===== src/include/dtp_pkg.sv =====
/*
 Shared constants and carrier types for the paired 8-bit interval timer block.
 Assumes the prescaler taps and all control fields are produced on ref_clk.
*/
`default_nettype none
package dtp_pkg;
   localparam int CNT_W = 8;

   // Timer mode field encodings
   localparam logic [1:0] MODE_DUAL = 2'b00;
   localparam logic [1:0] MODE_16BIT = 2'b01;
   localparam logic [1:0] MODE_PPG = 2'b10;
   localparam logic [1:0] MODE_PWM = 2'b11;

   // Lower timer input clock select
   localparam logic [1:0] LCLK_EXT = 2'b00;
   localparam logic [1:0] LCLK_T1 = 2'b01;
   localparam logic [1:0] LCLK_T4 = 2'b10;
   localparam logic [1:0] LCLK_T16 = 2'b11;

   // Upper timer input clock select
   localparam logic [1:0] UCLK_MATCH = 2'b00;
   localparam logic [1:0] UCLK_T1 = 2'b01;
   localparam logic [1:0] UCLK_T16 = 2'b10;
   localparam logic [1:0] UCLK_T256 = 2'b11;

   // PWM cycle field and the matching 2^n overflow counts
   localparam logic [1:0] PWM_CYC_64 = 2'b01;
   localparam logic [1:0] PWM_CYC_128 = 2'b10;
   localparam logic [1:0] PWM_CYC_256 = 2'b11;
   localparam logic [CNT_W:0] PWM_LIM_64 = 9'h040;
   localparam logic [CNT_W:0] PWM_LIM_128 = 9'h080;
   localparam logic [CNT_W:0] PWM_LIM_256 = 9'h100;

   // Output flip-flop software commands
   localparam logic [1:0] FF_CMD_INVERT = 2'b00;
   localparam logic [1:0] FF_CMD_CLEAR = 2'b01;
   localparam logic [1:0] FF_CMD_SET = 2'b10;
   localparam logic [1:0] FF_CMD_HOLD = 2'b11;

   // Reset values
   localparam logic [CNT_W-1:0] CNT_RESET = 8'h00;
   localparam logic [CNT_W-1:0] CMP_RESET = 8'h00;
   localparam logic FF_RESET = 1'b0;
   localparam logic CMP_EN_RESET = 1'b1;

   typedef struct packed {
      logic [1:0] mode;
      logic [1:0] pwm_cycle;
      logic [1:0] upper_clk_sel;
      logic [1:0] lower_clk_sel;
      logic dbuf_en;
      logic invert_en;
      logic out_select;
   } dtp_cfg_t;

   typedef struct packed {
      logic t1;
      logic t4;
      logic t16;
      logic t256;
   } dtp_taps_t;
endpackage
`default_nettype wire


===== src/logic/dtp_counter.sv =====
/*
 Up counter with stop-and-clear, used for both halves of the timer pair.
 Assumes tick and clear are single-cycle strobes on ref_clk.
*/
`timescale 1ns/10ps
`default_nettype none
module dtp_counter #(
   parameter int WIDTH = 8
) (
   input wire logic ref_clk,
   input wire logic reset,
   input wire logic run,
   input wire logic tick,
   input wire logic clear,
   output logic [WIDTH-1:0] count,
   output logic [WIDTH:0] count_plus
);
   logic [WIDTH-1:0] count_reg;
   logic [WIDTH-1:0] count_next;

   assign count_plus = {1'b0, count_reg} + {{WIDTH{1'b0}}, 1'b1};
   assign count = count_reg;

   // Clear beats a tick in the same cycle
   always_comb
   begin
      count_next = count_reg;
      if (!run || clear)
      begin
         count_next = '0;
      end
      else if (tick)
      begin
         count_next = count_plus[WIDTH-1:0];
      end
   end

   always_ff @(posedge ref_clk)
   begin
      if (reset)
      begin
         count_reg <= '0;
      end
      else
      begin
         count_reg <= count_next;
      end
   end
endmodule // dtp_counter
`default_nettype wire


===== src/logic/dtp_timer_pair.sv =====
/*
 Pair of 8-bit interval timers sharing one output flip-flop: dual 8-bit,
 cascaded 16-bit, 8-bit PPG and 8-bit PWM modes.
 Assumes taps are one-cycle enables from a prescaler on ref_clk; the
 external lower clock pin is asynchronous.
*/
`timescale 1ns/10ps
`default_nettype none
module dtp_timer_pair (
   input wire logic ref_clk,
   input wire logic reset,
   input wire dtp_pkg::dtp_cfg_t cfg,
   input wire dtp_pkg::dtp_taps_t taps,
   input wire logic lower_ext_clk_pin,
   input wire logic lower_run_bit,
   input wire logic upper_run_bit,
   input wire logic lower_cmp_wr,
   input wire logic upper_cmp_wr,
   input wire logic [7:0] cmp_wr_data,
   input wire logic ff_cmd_wr,
   input wire logic [1:0] ff_cmd,
   output logic shared_timer_output_pin,
   output logic lower_timer_interrupt,
   output logic upper_timer_interrupt,
   output logic [7:0] lower_counter,
   output logic [7:0] upper_counter,
   output logic compare_enabled
);
   import dtp_pkg::*;

   logic ext_s1_reg, ext_s2_reg, ext_s3_reg, ext_level_reg;
   logic ext_level_next;
   logic ext_edge;
   logic [CNT_W-1:0] lower_cmp_reg, lower_cmp_next;
   logic [CNT_W-1:0] lower_buf_reg, lower_buf_next;
   logic [CNT_W-1:0] upper_cmp_reg, upper_cmp_next;
   logic cmp_en_reg, cmp_en_next;
   logic ff_reg, ff_next;
   logic lower_int_reg, lower_int_next;
   logic upper_int_reg, upper_int_next;
   logic [CNT_W:0] lower_plus, upper_plus, pwm_limit;
   logic lower_tick, upper_tick, lower_run, upper_run;
   logic lower_clear, upper_clear;
   logic l_hit_cmp, l_hit_ucmp, l_wrap, pwm_ovf, u_hit, dbl_hit;
   logic toggle, reload;
   logic is_dual, is_16, is_ppg, is_pwm;

   assign is_dual = (cfg.mode == MODE_DUAL);
   assign is_16 = (cfg.mode == MODE_16BIT);
   assign is_ppg = (cfg.mode == MODE_PPG);
   assign is_pwm = (cfg.mode == MODE_PWM);

   // External clock: only the second stage reads the first
   assign ext_edge = (ext_s2_reg == ext_s3_reg) && ext_s2_reg && !ext_level_reg;
   assign ext_level_next = (ext_s2_reg == ext_s3_reg) ? ext_s2_reg : ext_level_reg;

   always_ff @(posedge ref_clk)
   begin
      if (reset)
      begin
         ext_s1_reg <= 1'b0;
         ext_s2_reg <= 1'b0;
         ext_s3_reg <= 1'b0;
         ext_level_reg <= 1'b0;
      end
      else
      begin
         ext_s1_reg <= lower_ext_clk_pin;
         ext_s2_reg <= ext_s1_reg;
         ext_s3_reg <= ext_s2_reg;
         ext_level_reg <= ext_level_next;
      end
   end

   // PPG borrows the upper run bit as an enable of the pulse generator
   assign lower_run = lower_run_bit && (!is_ppg || upper_run_bit);
   assign upper_run = upper_run_bit && !is_ppg;

   always_comb
   begin
      lower_tick = 1'b0;
      case (cfg.lower_clk_sel)
         LCLK_EXT: lower_tick = ext_edge;
         LCLK_T1: lower_tick = taps.t1;
         LCLK_T4: lower_tick = taps.t4;
         LCLK_T16: lower_tick = taps.t16;
         default: lower_tick = 1'b0;
      endcase
      lower_tick = lower_tick && lower_run;
   end

   always_comb
   begin
      pwm_limit = PWM_LIM_256;
      case (cfg.pwm_cycle)
         PWM_CYC_64: pwm_limit = PWM_LIM_64;
         PWM_CYC_128: pwm_limit = PWM_LIM_128;
         PWM_CYC_256: pwm_limit = PWM_LIM_256;
         default: pwm_limit = PWM_LIM_256;
      endcase
   end

   // Comparisons use the value the counter is about to take
   assign l_hit_cmp = lower_tick && (lower_plus[CNT_W-1:0] == lower_cmp_reg);
   assign l_hit_ucmp = lower_tick && (lower_plus[CNT_W-1:0] == upper_cmp_reg);
   assign l_wrap = lower_tick && lower_plus[CNT_W];
   assign pwm_ovf = is_pwm && lower_tick && (lower_plus == pwm_limit);
   assign u_hit = upper_tick && (upper_plus[CNT_W-1:0] == upper_cmp_reg);
   // Joint match: lower match while the upper count already equals its compare
   assign dbl_hit = is_16 && cmp_en_reg && l_hit_cmp
                    && (upper_counter == upper_cmp_reg);

   always_comb
   begin
      upper_tick = 1'b0;
      if (is_16)
      begin
         upper_tick = l_wrap;
      end
      else if (!is_ppg)
      begin
         case (cfg.upper_clk_sel)
            UCLK_MATCH: upper_tick = l_hit_cmp;
            UCLK_T1: upper_tick = taps.t1;
            UCLK_T16: upper_tick = taps.t16;
            UCLK_T256: upper_tick = taps.t256;
            default: upper_tick = 1'b0;
         endcase
      end
      upper_tick = upper_tick && upper_run;
   end

   always_comb
   begin
      lower_clear = 1'b0;
      upper_clear = 1'b0;
      toggle = 1'b0;
      lower_int_next = 1'b0;
      upper_int_next = 1'b0;
      reload = 1'b0;
      case (cfg.mode)
         MODE_DUAL:
         begin
            lower_clear = l_hit_cmp;
            upper_clear = u_hit;
            toggle = cfg.out_select ? u_hit : l_hit_cmp;
            lower_int_next = l_hit_cmp;
            upper_int_next = u_hit;
         end
         MODE_16BIT:
         begin
            lower_clear = dbl_hit;
            upper_clear = dbl_hit;
            toggle = dbl_hit;
            upper_int_next = dbl_hit;
         end
         MODE_PPG:
         begin
            lower_clear = l_hit_ucmp;
            toggle = l_hit_cmp || l_hit_ucmp;
            lower_int_next = l_hit_ucmp;
            reload = cfg.dbuf_en && l_hit_ucmp;
         end
         MODE_PWM:
         begin
            lower_clear = pwm_ovf;
            toggle = l_hit_cmp || pwm_ovf;
            lower_int_next = pwm_ovf;
            upper_clear = u_hit;
            upper_int_next = u_hit;
            reload = cfg.dbuf_en && pwm_ovf;
         end
         default: lower_clear = 1'b0;
      endcase
   end

   dtp_counter #(
      .WIDTH(CNT_W)
   ) u_lower (
      .ref_clk(ref_clk),
      .reset(reset),
      .run(lower_run),
      .tick(lower_tick),
      .clear(lower_clear),
      .count(lower_counter),
      .count_plus(lower_plus)
   );

   dtp_counter #(
      .WIDTH(CNT_W)
   ) u_upper (
      .ref_clk(ref_clk),
      .reset(reset),
      .run(upper_run),
      .tick(upper_tick),
      .clear(upper_clear),
      .count(upper_counter),
      .count_plus(upper_plus)
   );

   // Compare registers; a same-cycle reload still loads the old buffer value while the write goes into the buffer
   always_comb
   begin
      lower_cmp_next = lower_cmp_reg;
      lower_buf_next = lower_buf_reg;
      upper_cmp_next = upper_cmp_reg;
      cmp_en_next = cmp_en_reg;
      if (reload)
         lower_cmp_next = lower_buf_reg;
      if (lower_cmp_wr)
      begin
         lower_buf_next = cmp_wr_data;
         if (!cfg.dbuf_en)
            lower_cmp_next = cmp_wr_data;
         cmp_en_next = 1'b0;
      end
      if (upper_cmp_wr)
      begin
         upper_cmp_next = cmp_wr_data;
         cmp_en_next = 1'b1;
      end
   end

   // Output flip-flop: software command first, so a preset polarity is exact
   always_comb
   begin
      ff_next = ff_reg;
      if (ff_cmd_wr && ff_cmd != FF_CMD_HOLD)
      begin
         case (ff_cmd)
            FF_CMD_INVERT: ff_next = !ff_reg;
            FF_CMD_CLEAR: ff_next = 1'b0;
            FF_CMD_SET: ff_next = 1'b1;
            default: ff_next = ff_reg;
         endcase
      end
      else if (toggle && cfg.invert_en)
      begin
         ff_next = !ff_reg;
      end
   end

   always_ff @(posedge ref_clk)
   begin
      if (reset)
      begin
         lower_cmp_reg <= CMP_RESET;
         lower_buf_reg <= CMP_RESET;
         upper_cmp_reg <= CMP_RESET;
         cmp_en_reg <= CMP_EN_RESET;
         ff_reg <= FF_RESET;
         lower_int_reg <= 1'b0;
         upper_int_reg <= 1'b0;
      end
      else
      begin
         lower_cmp_reg <= lower_cmp_next;
         lower_buf_reg <= lower_buf_next;
         upper_cmp_reg <= upper_cmp_next;
         cmp_en_reg <= cmp_en_next;
         ff_reg <= ff_next;
         lower_int_reg <= lower_int_next;
         upper_int_reg <= upper_int_next;
      end
   end

   assign shared_timer_output_pin = ff_reg;
   assign lower_timer_interrupt = lower_int_reg;
   assign upper_timer_interrupt = upper_int_reg;
   assign compare_enabled = cmp_en_reg;

   cascade_count_a: assert property (@(posedge ref_clk) disable iff (reset)
      is_dual && cfg.upper_clk_sel == UCLK_MATCH && upper_run && l_hit_cmp && !u_hit
      |=> upper_counter == $past(upper_plus[CNT_W-1:0]))
      else $error("upper timer missed a lower match pulse");

   ovf_feeds_upper_a: assert property (@(posedge ref_clk) disable iff (reset)
      is_16 && upper_run && l_wrap && !dbl_hit
      |=> upper_counter == $past(upper_plus[CNT_W-1:0]))
      else $error("lower overflow did not advance upper counter");

   cmp_suspend_a: assert property (@(posedge ref_clk) disable iff (reset)
      lower_cmp_wr && !upper_cmp_wr |=> !compare_enabled)
      else $error("compare not suspended after lower write");

   // Back-to-back lower then upper writes are legal, so only an upper write may resume
   cmp_hold_a: assert property (@(posedge ref_clk) disable iff (reset)
      !compare_enabled && !upper_cmp_wr |=> !compare_enabled)
      else $error("compare resumed without upper write");

   no_low_clear_a: assert property (@(posedge ref_clk) disable iff (reset)
      is_16 && l_hit_cmp && !dbl_hit |=> lower_counter == $past(lower_plus[CNT_W-1:0]))
      else $error("lower counter cleared by lone match");

   joint_match_a: assert property (@(posedge ref_clk) disable iff (reset)
      dbl_hit |=> lower_counter == CNT_RESET && upper_counter == CNT_RESET
      && upper_timer_interrupt)
      else $error("joint match did not clear both counters");

   ppg_toggle_a: assert property (@(posedge ref_clk) disable iff (reset)
      is_ppg && cfg.invert_en && (l_hit_cmp || l_hit_ucmp) && !ff_cmd_wr
      |=> shared_timer_output_pin != $past(shared_timer_output_pin))
      else $error("PPG output did not toggle on match");

   ppg_reload_a: assert property (@(posedge ref_clk) disable iff (reset)
      is_ppg && cfg.dbuf_en && l_hit_ucmp && !lower_cmp_wr
      |=> lower_cmp_reg == $past(lower_buf_reg) && lower_counter == CNT_RESET)
      else $error("PPG cycle end did not reload and clear");

   pwm_clear_a: assert property (@(posedge ref_clk) disable iff (reset)
      pwm_ovf |=> lower_counter == CNT_RESET && lower_timer_interrupt)
      else $error("PWM overflow did not clear lower counter");

   pwm_reload_a: assert property (@(posedge ref_clk) disable iff (reset)
      pwm_ovf && cfg.dbuf_en && !lower_cmp_wr |=> lower_cmp_reg == $past(lower_buf_reg))
      else $error("PWM overflow did not reload compare");
endmodule // dtp_timer_pair
`default_nettype wire


===== config.mk =====
export PLATFORM = sky130hd
export DESIGN_NAME = dtp_timer_pair
export DESIGN_NICKNAME = d
export VERILOG_FILES = /design/src/include/dtp_pkg.sv /design/src/logic/dtp_counter.sv /design/src/logic/dtp_timer_pair.sv
export SDC_FILE = /design/constraint.sdc
export NUM_CORES = 1
export LEC_CHECK = 0
export ABC_CLOCK_PERIOD_IN_PS = 4250
export BUFFER_PORTS_ARGS = -buffer_cell sky130_fd_sc_hd__buf_2
export CAP_MARGIN = 20
export CORE_ASPECT_RATIO = 2
export CORE_MARGIN = 2
export CORE_UTILIZATION = 40
export DETAILED_ROUTE_END_ITERATION = 10
export GPL_TIMING_DRIVEN = 0
export PLACE_DENSITY = 0.62
export SLEW_MARGIN = 15
export SYNTH_ARGS = -nofsm -noshare
export SYNTH_HDL_FRONTEND = slang
export SYNTH_HIERARCHICAL = 1
export SYNTH_SLANG_ARGS = --single-unit

===== constraint.sdc =====
create_clock -name ref_clk -period 4.25 [get_ports ref_clk]
set_clock_uncertainty 0.15 [all_clocks]
set_input_delay 0.85 -clock ref_clk [delete_from_list [all_inputs] [get_ports ref_clk]]
set_output_delay 0.85 -clock ref_clk [all_outputs]
set_load 0.01 [all_outputs]

==> results of run 1 <==
-- path summary, 6_finish.rpt --
check / startpoint / to / slack (ns)
worst max register to register: u_lower/count[0]$_SDFFE_PP0P_ / lower_cmp_reg[4]$_SDFF_PP0_ / 0.59
worst min-delay path: ext_s1_reg$_SDFF_PP0_ / ext_s2_reg$_SDFF_PP0_ / 0.30
worst min register to register: ext_s1_reg$_SDFF_PP0_ / ext_s2_reg$_SDFF_PP0_ / 0.30
worst max-delay path: u_lower/count[0]$_SDFFE_PP0P_ / lower_cmp_reg[4]$_SDFF_PP0_ / 0.59
-- report_power, final --
group	switching, mW	internal, mW
logic	0.0713	0.0586
clock network	0.169	0.219
registers	0.0172	0.467
-- area by class of cell --
type	count	area (sq um)
timing repair buffer	50	250
buffer	16	80.1
tap	92	115
inverter	15	56.3
sequential	48	961
clock inverter	2	16.3
fill	716	3730
clock buffer	6	129
multi-input combinational	251	1810
-- metal layers --
metal / vias up / global-route usage, % / share of wire (%)
met1: 1144 / 21.3 / 43
met4: 0 / 8.01 / 3.0
li1: 1251 / - / -
met3: 18 / 3.79 / 4.3
met2: 73 / 30.6 / 50
met5: - / 0 / 0
-- metrics by stage --
step / instance area [sq um] / total power, mW / hold WS, ns / std cells
global placement: 3280 / 0.619 / 0.280 / 472
floorplan: 2910 / 0.578 / 0.264 / 330
global route: 3420 / 1.05 / 0.313 / 480
CTS: 3420 / 1.02 / 0.302 / 480
finish: 3420 / 1.00 / 0.300 / 480
detailed placement: 3280 / 0.624 / 0.286 / 472
-- worst register-to-register path, cell delays in order (launching register included) --
cell and delay, ns:
dfxtp_1 0.44, ha_1 0.28, nand3_2 0.14, nor2_1 0.18, xor2_1 0.39, xor2_1 0.12
nor4_1 0.39, nand3b_1 0.22, a2111oi_4 0.84, mux2i_1 0.17, a211oi_1 0.26
==> impl_metrics.toml, run 1 <==
[clock_network]
cts.repair.resized = 0
cts_max_path_buffers = 2
cts_tree = "built"
htree_levels = 2
cts_root_buf = "clkbuf_16"
hold_buffers = 0
cts_made_buffers = 5
clock_latency_ns = 0.29
clk_pin_slew_worst_paths_ns = 0.06
postCtsSetupRepairBufs = 0
cts_sinks = 48

[drt]
routed_wl_um = 6750
viasPerCell = 5.18
wl_per_cell_um = 14.1
drtIter0Drc = 131
num_vias = 2486
detail-route-antenna-nets = 0
drcViolationCount = 0
dr.pass1.iters = 4

[grt]
grt.total_usage_pct = 18.0
grt_pass1_vias = 2525
global_route.overflow_total = 0
antenna_found_initial = 0
grt_max_degree = 16
grt_pass1_wl_um = 11500

[timing]
rsz0062_at_grt = "no"
fin_tns_setup_ns = 0
setup_viol = 0
final_hold_viol_count = 0
fmax_mhz = 273
max_slew_margin_pct = 45.0
worst_pin_slew_ns = 0.826
min_period_ns = 3.66
drv_slew = 0
fin_ws_ns = 0.590
finalCritPeriodShare_pct = 86.1

[setup_path]
cpMaxStageDelayCell = "a2111oi_4"
cp-end-kind = "register"
path_cells = "ha_1 > nand3_2 > nor2_1 > xor2_1 > xor2_1 > nor4_1 > nand3b_1 > a2111oi_4 > mux2i_1 > a211oi_1"
reg2regPathDepth = 10
critPathMostFrequentCell = "xor2_1"
cp-start-kind = "register"
cp.required_ns = 4.30
cpPeakStageDelay_ns = 0.84
path_buf_inv = 0
critical_path_arrival_ns = 3.71
crit_family = "compound AO/OA/AOI/OAI gates"
path_depth = 10
critPathKind = "register to register"
crit_fanout = 8

[logic_synthesis]
syn_area_sq_um = 2910
syn-mean-instance-area_sq_um = 8.82
yosysWarningCount = 6
syn_nets = 377
synthCells = 330

[cells_and_area]
drive_above_1_share_pct = 19.1
final_cell_mix = "buf_2 (52), nor2_1 (50), dfxtp_1 (48)"
final_core_util_pct = 47.8
final_common_cell = "buf_2"
antenna_cells = 0
area_delta_synth_final_pct = 17.5
nNetsFinal = 434

[floorplan]
core_sq_um = 7160
dieWidth_um = 64.3
start_util_pct = 40.7
die_h_um = 125
die_area_sq_um = 8020
num_io_pins = 53
rows = 44

[power_and_ir_drop]
ir_worst_vdd_uv = 312
p_leak_nw = 1.59
power_density_nw_per_um2 = 293

[job]
drv_cap = 0

[place]
pre_cts_slack_ns = 0.618
gp_congestion = 0.853
hpwlAfterDp_um = 5300
numPortBuffers = 50

[min_path]
hp-class = "register to register"
whs_path_depth = 1

[status]
status = "finished clean"
Power figures use the tool's default switching activity.
==> run 2: changes to the inputs <==
CAP_MARGIN = 40   (was 20)
CORE_UTILIZATION = 55   (was 40)
PLACE_DENSITY = 0.8   (was 0.62)
==> impl_metrics.toml, run 2 (synthesis results as in run 1) <==
[cells_and_area]
seqCellArea_sq_um = 961
fill_cells = 444
antenna_cells = 0
final_cell_mix = "buf_2 (52), nor2_1 (50), dfxtp_1 (48)"
multi_input_area_sq_um = 1810
area_delta_synth_final_pct = 14.8
final_common_cell = "buf_2"
nNetsFinal = 434
drive_above_1_share_pct = 19.1
instances_no_fill = 446

[setup_path]
cp-start-kind = "register"
cpMaxStageDelayCell = "a2111oi_4"
cp.required_ns = 4.31
path_buf_inv = 0
crit_family = "compound AO/OA/AOI/OAI gates"
cpPeakStageDelay_ns = 0.81
critPathMostFrequentCell = "xor2_1"
reg2reg_slack_ns = 0.57
critical_path_arrival_ns = 3.75
crit_fanout = 8
critPathKind = "register to register"
path_cells = "ha_1 > nand3_2 > nor2_1 > xor2_1 > xor2_1 > nor4_1 > nand3b_1 > a2111oi_4 > mux2i_1 > a211oi_1"
cp-end-kind = "register"

[timing]
setup_viol = 0
worst_pin_slew_ns = 0.787
finalCritPeriodShare_pct = 86.6
fin_tns_setup_ns = 0
drv_slew = 0
max_slew_margin_pct = 47.5
fin_ws_ns = 0.569
whs_ns = 0.305
final_hold_viol_count = 0
fmax_mhz = 272
rsz0062_at_grt = "no"
min_period_ns = 3.68

[clock_network]
cts_sinks = 48
postCtsSetupRepairBufs = 0
clk_pin_slew_worst_paths_ns = 0.09
clock_latency_ns = 0.31
cts.repair.resized = 0
cts_tree = "built"
htree_levels = 2
cts_made_buffers = 5
cts_max_path_buffers = 2
cts_root_buf = "clkbuf_8"
hold_buffers = 0

[place]
pre_cts_slack_ns = 0.591
hpwlAfterDp_um = 5410
dp_cells = 438
gp_congestion = 0.866
numPortBuffers = 50

[status]
status = "finished clean"

[drt]
wl_per_cell_um = 15.4
drcViolationCount = 0
num_vias = 2527
viasPerCell = 5.67
detail-route-antenna-nets = 0
routed_wl_um = 6850
dr.pass1.iters = 4
drtIter0Drc = 76

[grt]
grt_max_degree = 15
grt.total_usage_pct = 23.5
grt_pass1_wl_um = 11100
antenna_found_initial = 0
global_route.overflow_total = 0
grt_pass1_vias = 2479

[floorplan]
start_util_pct = 56.7
die_area_sq_um = 5930
dieWidth_um = 55.4
core_sq_um = 5140
rows = 37
die_h_um = 107
num_io_pins = 53

[job]
drv_cap = 0

[min_path]
hp-class = "register to register"

[power_and_ir_drop]
power_density_nw_per_um2 = 283
ir_worst_vdd_uv = 310
p_leak_nw = 1.58
[run 2: cell types whose count changed in the layout (fill, tap and decap cells not counted)]
| cell | change |
|---|---|
| clkbuf_16 | -5 |
| bufinv_16 | +1 |
| clkbuf_8 | +5 |
| clkinvlp_4 | -1 |
| clkinv_4 | -1 |
| clkinv_2 | +1 |
[run 2: power breakdown]
group | internal [mW] | switching (mW) | total, mW | leakage [nW]
combinational | 0.0585 | 0.0719 | 0.130 | 1.13
clock | 0.175 | 0.155 | 0.330 | 0.0552
sequential | 0.467 | 0.0173 | 0.484 | 0.392
total | 0.700 | 0.244 | 0.945 | 1.58
[run 2: area by class of cell]
class                           instances  area share, %
Tap cell                               58           2.17
Clock buffer                            6           2.17
Multi-Input combinational cell        251           54.3
Sequential cell                        48           28.8
Timing Repair Buffer                   50           7.49
Inverter                               15           1.68
Buffer                                 16           2.40
Clock inverter                          2           1.05
[run 2: final timing paths]
path                                                     from                           to  cells past startpoint
worst max-delay path            u_lower/count[0]$_SDFFE_PP0P_  lower_cmp_reg[3]$_SDFF_PP0_                     10
worst min-delay path                    ext_s1_reg$_SDFF_PP0_        ext_s2_reg$_SDFF_PP0_                      1
worst max register to register  u_lower/count[0]$_SDFFE_PP0P_  lower_cmp_reg[3]$_SDFF_PP0_                     10
worst min register to register          ext_s1_reg$_SDFF_PP0_        ext_s2_reg$_SDFF_PP0_                      1
[run 2: worst register-to-register path: stages, from the launching register on]
cell and delay (ns):
dfxtp_1 0.46, ha_1 0.29, nand3_2 0.15, nor2_1 0.19
xor2_1 0.36, xor2_1 0.12, nor4_1 0.38, nand3b_1 0.22
a2111oi_4 0.81, mux2i_1 0.19, a211oi_1 0.27
[run 2: per-stage QoR]
stage               util [%]  instance area, sq um  power, mW
floorplan                  -                  2910      0.578
global placement        62.9                  3230      0.618
detailed placement      62.9                  3230      0.624
CTS                     65.0                  3340      0.952
global route            65.0                  3340      0.985
finish                  65.0                  3340      0.945
[run 2: routing by layer]
metal / part of all wire (%) / routed length (um) / GRT usage (%)
met4: 4.8 / 327 / 16.2
met1: 37 / 2540 / 23.4
met5: 0 / 0 / 0
met2: 55 / 3790 / 43.7
met3: 3.0 / 203 / 3.14
==> run 3: changes to the inputs <==
ABC_CLOCK_PERIOD_IN_PS = 3570   (was 4250)
CORE_ASPECT_RATIO = 1.25   (was 2)
clock period = 3.57 ns   (was 4.25 ns; I/O delays follow)
==> impl_metrics.toml, run 3 (synthesis results as in run 1) <==
[timing]
drv_slew = 0
fin_ws_ns = 0.305
worst_pin_slew_ns = 0.683
max_slew_margin_pct = 54.5
min_period_ns = 3.26
setup_viol = 0
fin_tns_setup_ns = 0
final_hold_viol_count = 0
rsz0062_at_grt = "no"
finalCritPeriodShare_pct = 91.4
whs_ns = 0.302
fmax_mhz = 306

[setup_path]
cp-end-kind = "register"
crit_fanout = 6
cp-start-kind = "register"
cpPeakStageDelay_ns = 0.42
critPathMostFrequentCell = "xor2_1"
critPathKind = "register to register"
crit_family = "simple AND/OR/NAND/NOR gates"
cpMaxStageDelayCell = "xor2_1"
path_cells = "buf_4 > nand3_1 > nor2_1 > xor2_1 > xor2_1 > nor4_2 > nand2_2 > a221oi_4 > buf_2 > nand4_2 > or3_1 > a21oi_1"
cp.required_ns = 3.65
path_buf_inv = 2
critical_path_arrival_ns = 3.35

[grt]
grt_pass1_vias = 2399
global_route.overflow_total = 0
grt_pass1_wl_um = 10700
grt.total_usage_pct = 22.4
grt_max_degree = 14
antenna_found_initial = 0

[cells_and_area]
antenna_cells = 0
design_area_sq_um = 3370
final_cell_mix = "buf_2 (52), nor2_1 (49), dfxtp_1 (47)"
drive_above_1_share_pct = 20.9
area_delta_synth_final_pct = 15.7
final_common_cell = "buf_2"
final_core_util_pct = 66.3
nNetsFinal = 435
instances_no_fill = 450

[power_and_ir_drop]
p_leak_nw = 1.58
ir_worst_vdd_uv = 219
internal_power_mw = 0.761
power_switching_mw = 0.284
total_power_mw = 1.05
clkPwrFrac_pct = 29.5
pwr-share-comb_pct = 15.4
power_density_nw_per_um2 = 310
power.share.sequential_pct = 55.1
switching_share_pct = 27.2

[place]
hpwlAfterDp_um = 4960
dp_cells = 442
numPortBuffers = 50
gp_congestion = 0.824
pre_cts_slack_ns = -0.0189
post_dp_cell_area_sq_um = 3240

[floorplan]
rows = 29
num_io_pins = 53
dieWidth_um = 69.1
die_h_um = 85.3
start_util_pct = 57.3
die_area_sq_um = 5900
core_sq_um = 5080

[clock_network]
clk_pin_slew_worst_paths_ns = 0.09
cts_sinks = 48
cts_max_path_buffers = 2
cts_root_buf = "clkbuf_8"
hold_buffers = 0
cts_made_buffers = 5
cts_tree = "built"
htree_levels = 2
clock_latency_ns = 0.30

[drt]
routed_wl_um = 6430
wl_per_cell_um = 14.3
num_vias = 2510
drcViolationCount = 0
dr.pass1.iters = 4
viasPerCell = 5.58
detail-route-antenna-nets = 0
drtIter0Drc = 127

[job]
drv_cap = 0

[status]
status = "finished clean"

[min_path]
hp-class = "register to register"
## run 3: cell count changes in the layout (fill, tap and decap cells not counted), sizes merged
cell,before,now
bufinv,1,0
buf,56,57
## run 3: routing by layer
layer	global-route usage (%)	share of wire (%)	vias up
met1	26.3	43	1190
met4	9.09	2.1	0
met2	40.0	52	55
met3	4.16	3.3	12
li1	-	-	1253
met5	0	0	-
## run 3: worst reg2reg max path: stages (launching register included)
cell and delay (ns):
dfxtp_1 0.34, buf_4 0.15, nand3_1 0.13, nor2_1 0.15, xor2_1 0.42, xor2_1 0.16, nor4_2 0.31, nand2_2 0.19
a221oi_4 0.32, buf_2 0.24, nand4_2 0.14, or3_1 0.35, a21oi_1 0.14
## run 3: path summary, 6_finish.rpt
| kind | start | depth (start not counted) | to | slack [ns] |
|---|---|---|---|---|
| min | ext_s1_reg$_SDFF_PP0_ | 1 | ext_s2_reg$_SDFF_PP0_ | 0.30 |
| max reg2reg | u_lower/count[2]$_SDFFE_PP0P_ | 12 | u_upper/count[7]$_SDFFE_PP0P_ | 0.31 |
| max | u_lower/count[2]$_SDFFE_PP0P_ | 12 | u_upper/count[7]$_SDFFE_PP0P_ | 0.31 |
| min reg2reg | ext_s1_reg$_SDFF_PP0_ | 1 | ext_s2_reg$_SDFF_PP0_ | 0.30 |
## run 3: area by class of cell
| type | instances | area [sq um] |
|---|---|---|
| tap | 62 | 77.6 |
| sequential | 48 | 962 |
| buffer | 16 | 80.1 |
| clock buffer | 6 | 72.6 |
| fill | 422 | 1710 |
| inverter | 15 | 56.3 |
| clock inverter | 1 | 5.00 |
| timing repair buffer | 51 | 258 |
| multi-input combinational | 251 | 1860 |
## run 3: timing repair
action | 4_1_cts | 5_1_grt
endpoints found under the setup margin | 12 | 17
gates resized for setup | 2 | 6
buffers inserted | 0 | 1
pin swaps | 1 | 1
## run 3: power groups by stage
stage	sequential, mW	clock (mW)	combinational [mW]
after global routing	0.580	0.342	0.179
after floorplan	0.584	0	0.104
after global placement	0.588	0	0.147
after CTS	0.576	0.316	0.156
after detailed placement	0.589	0	0.153
final	0.577	0.308	0.161
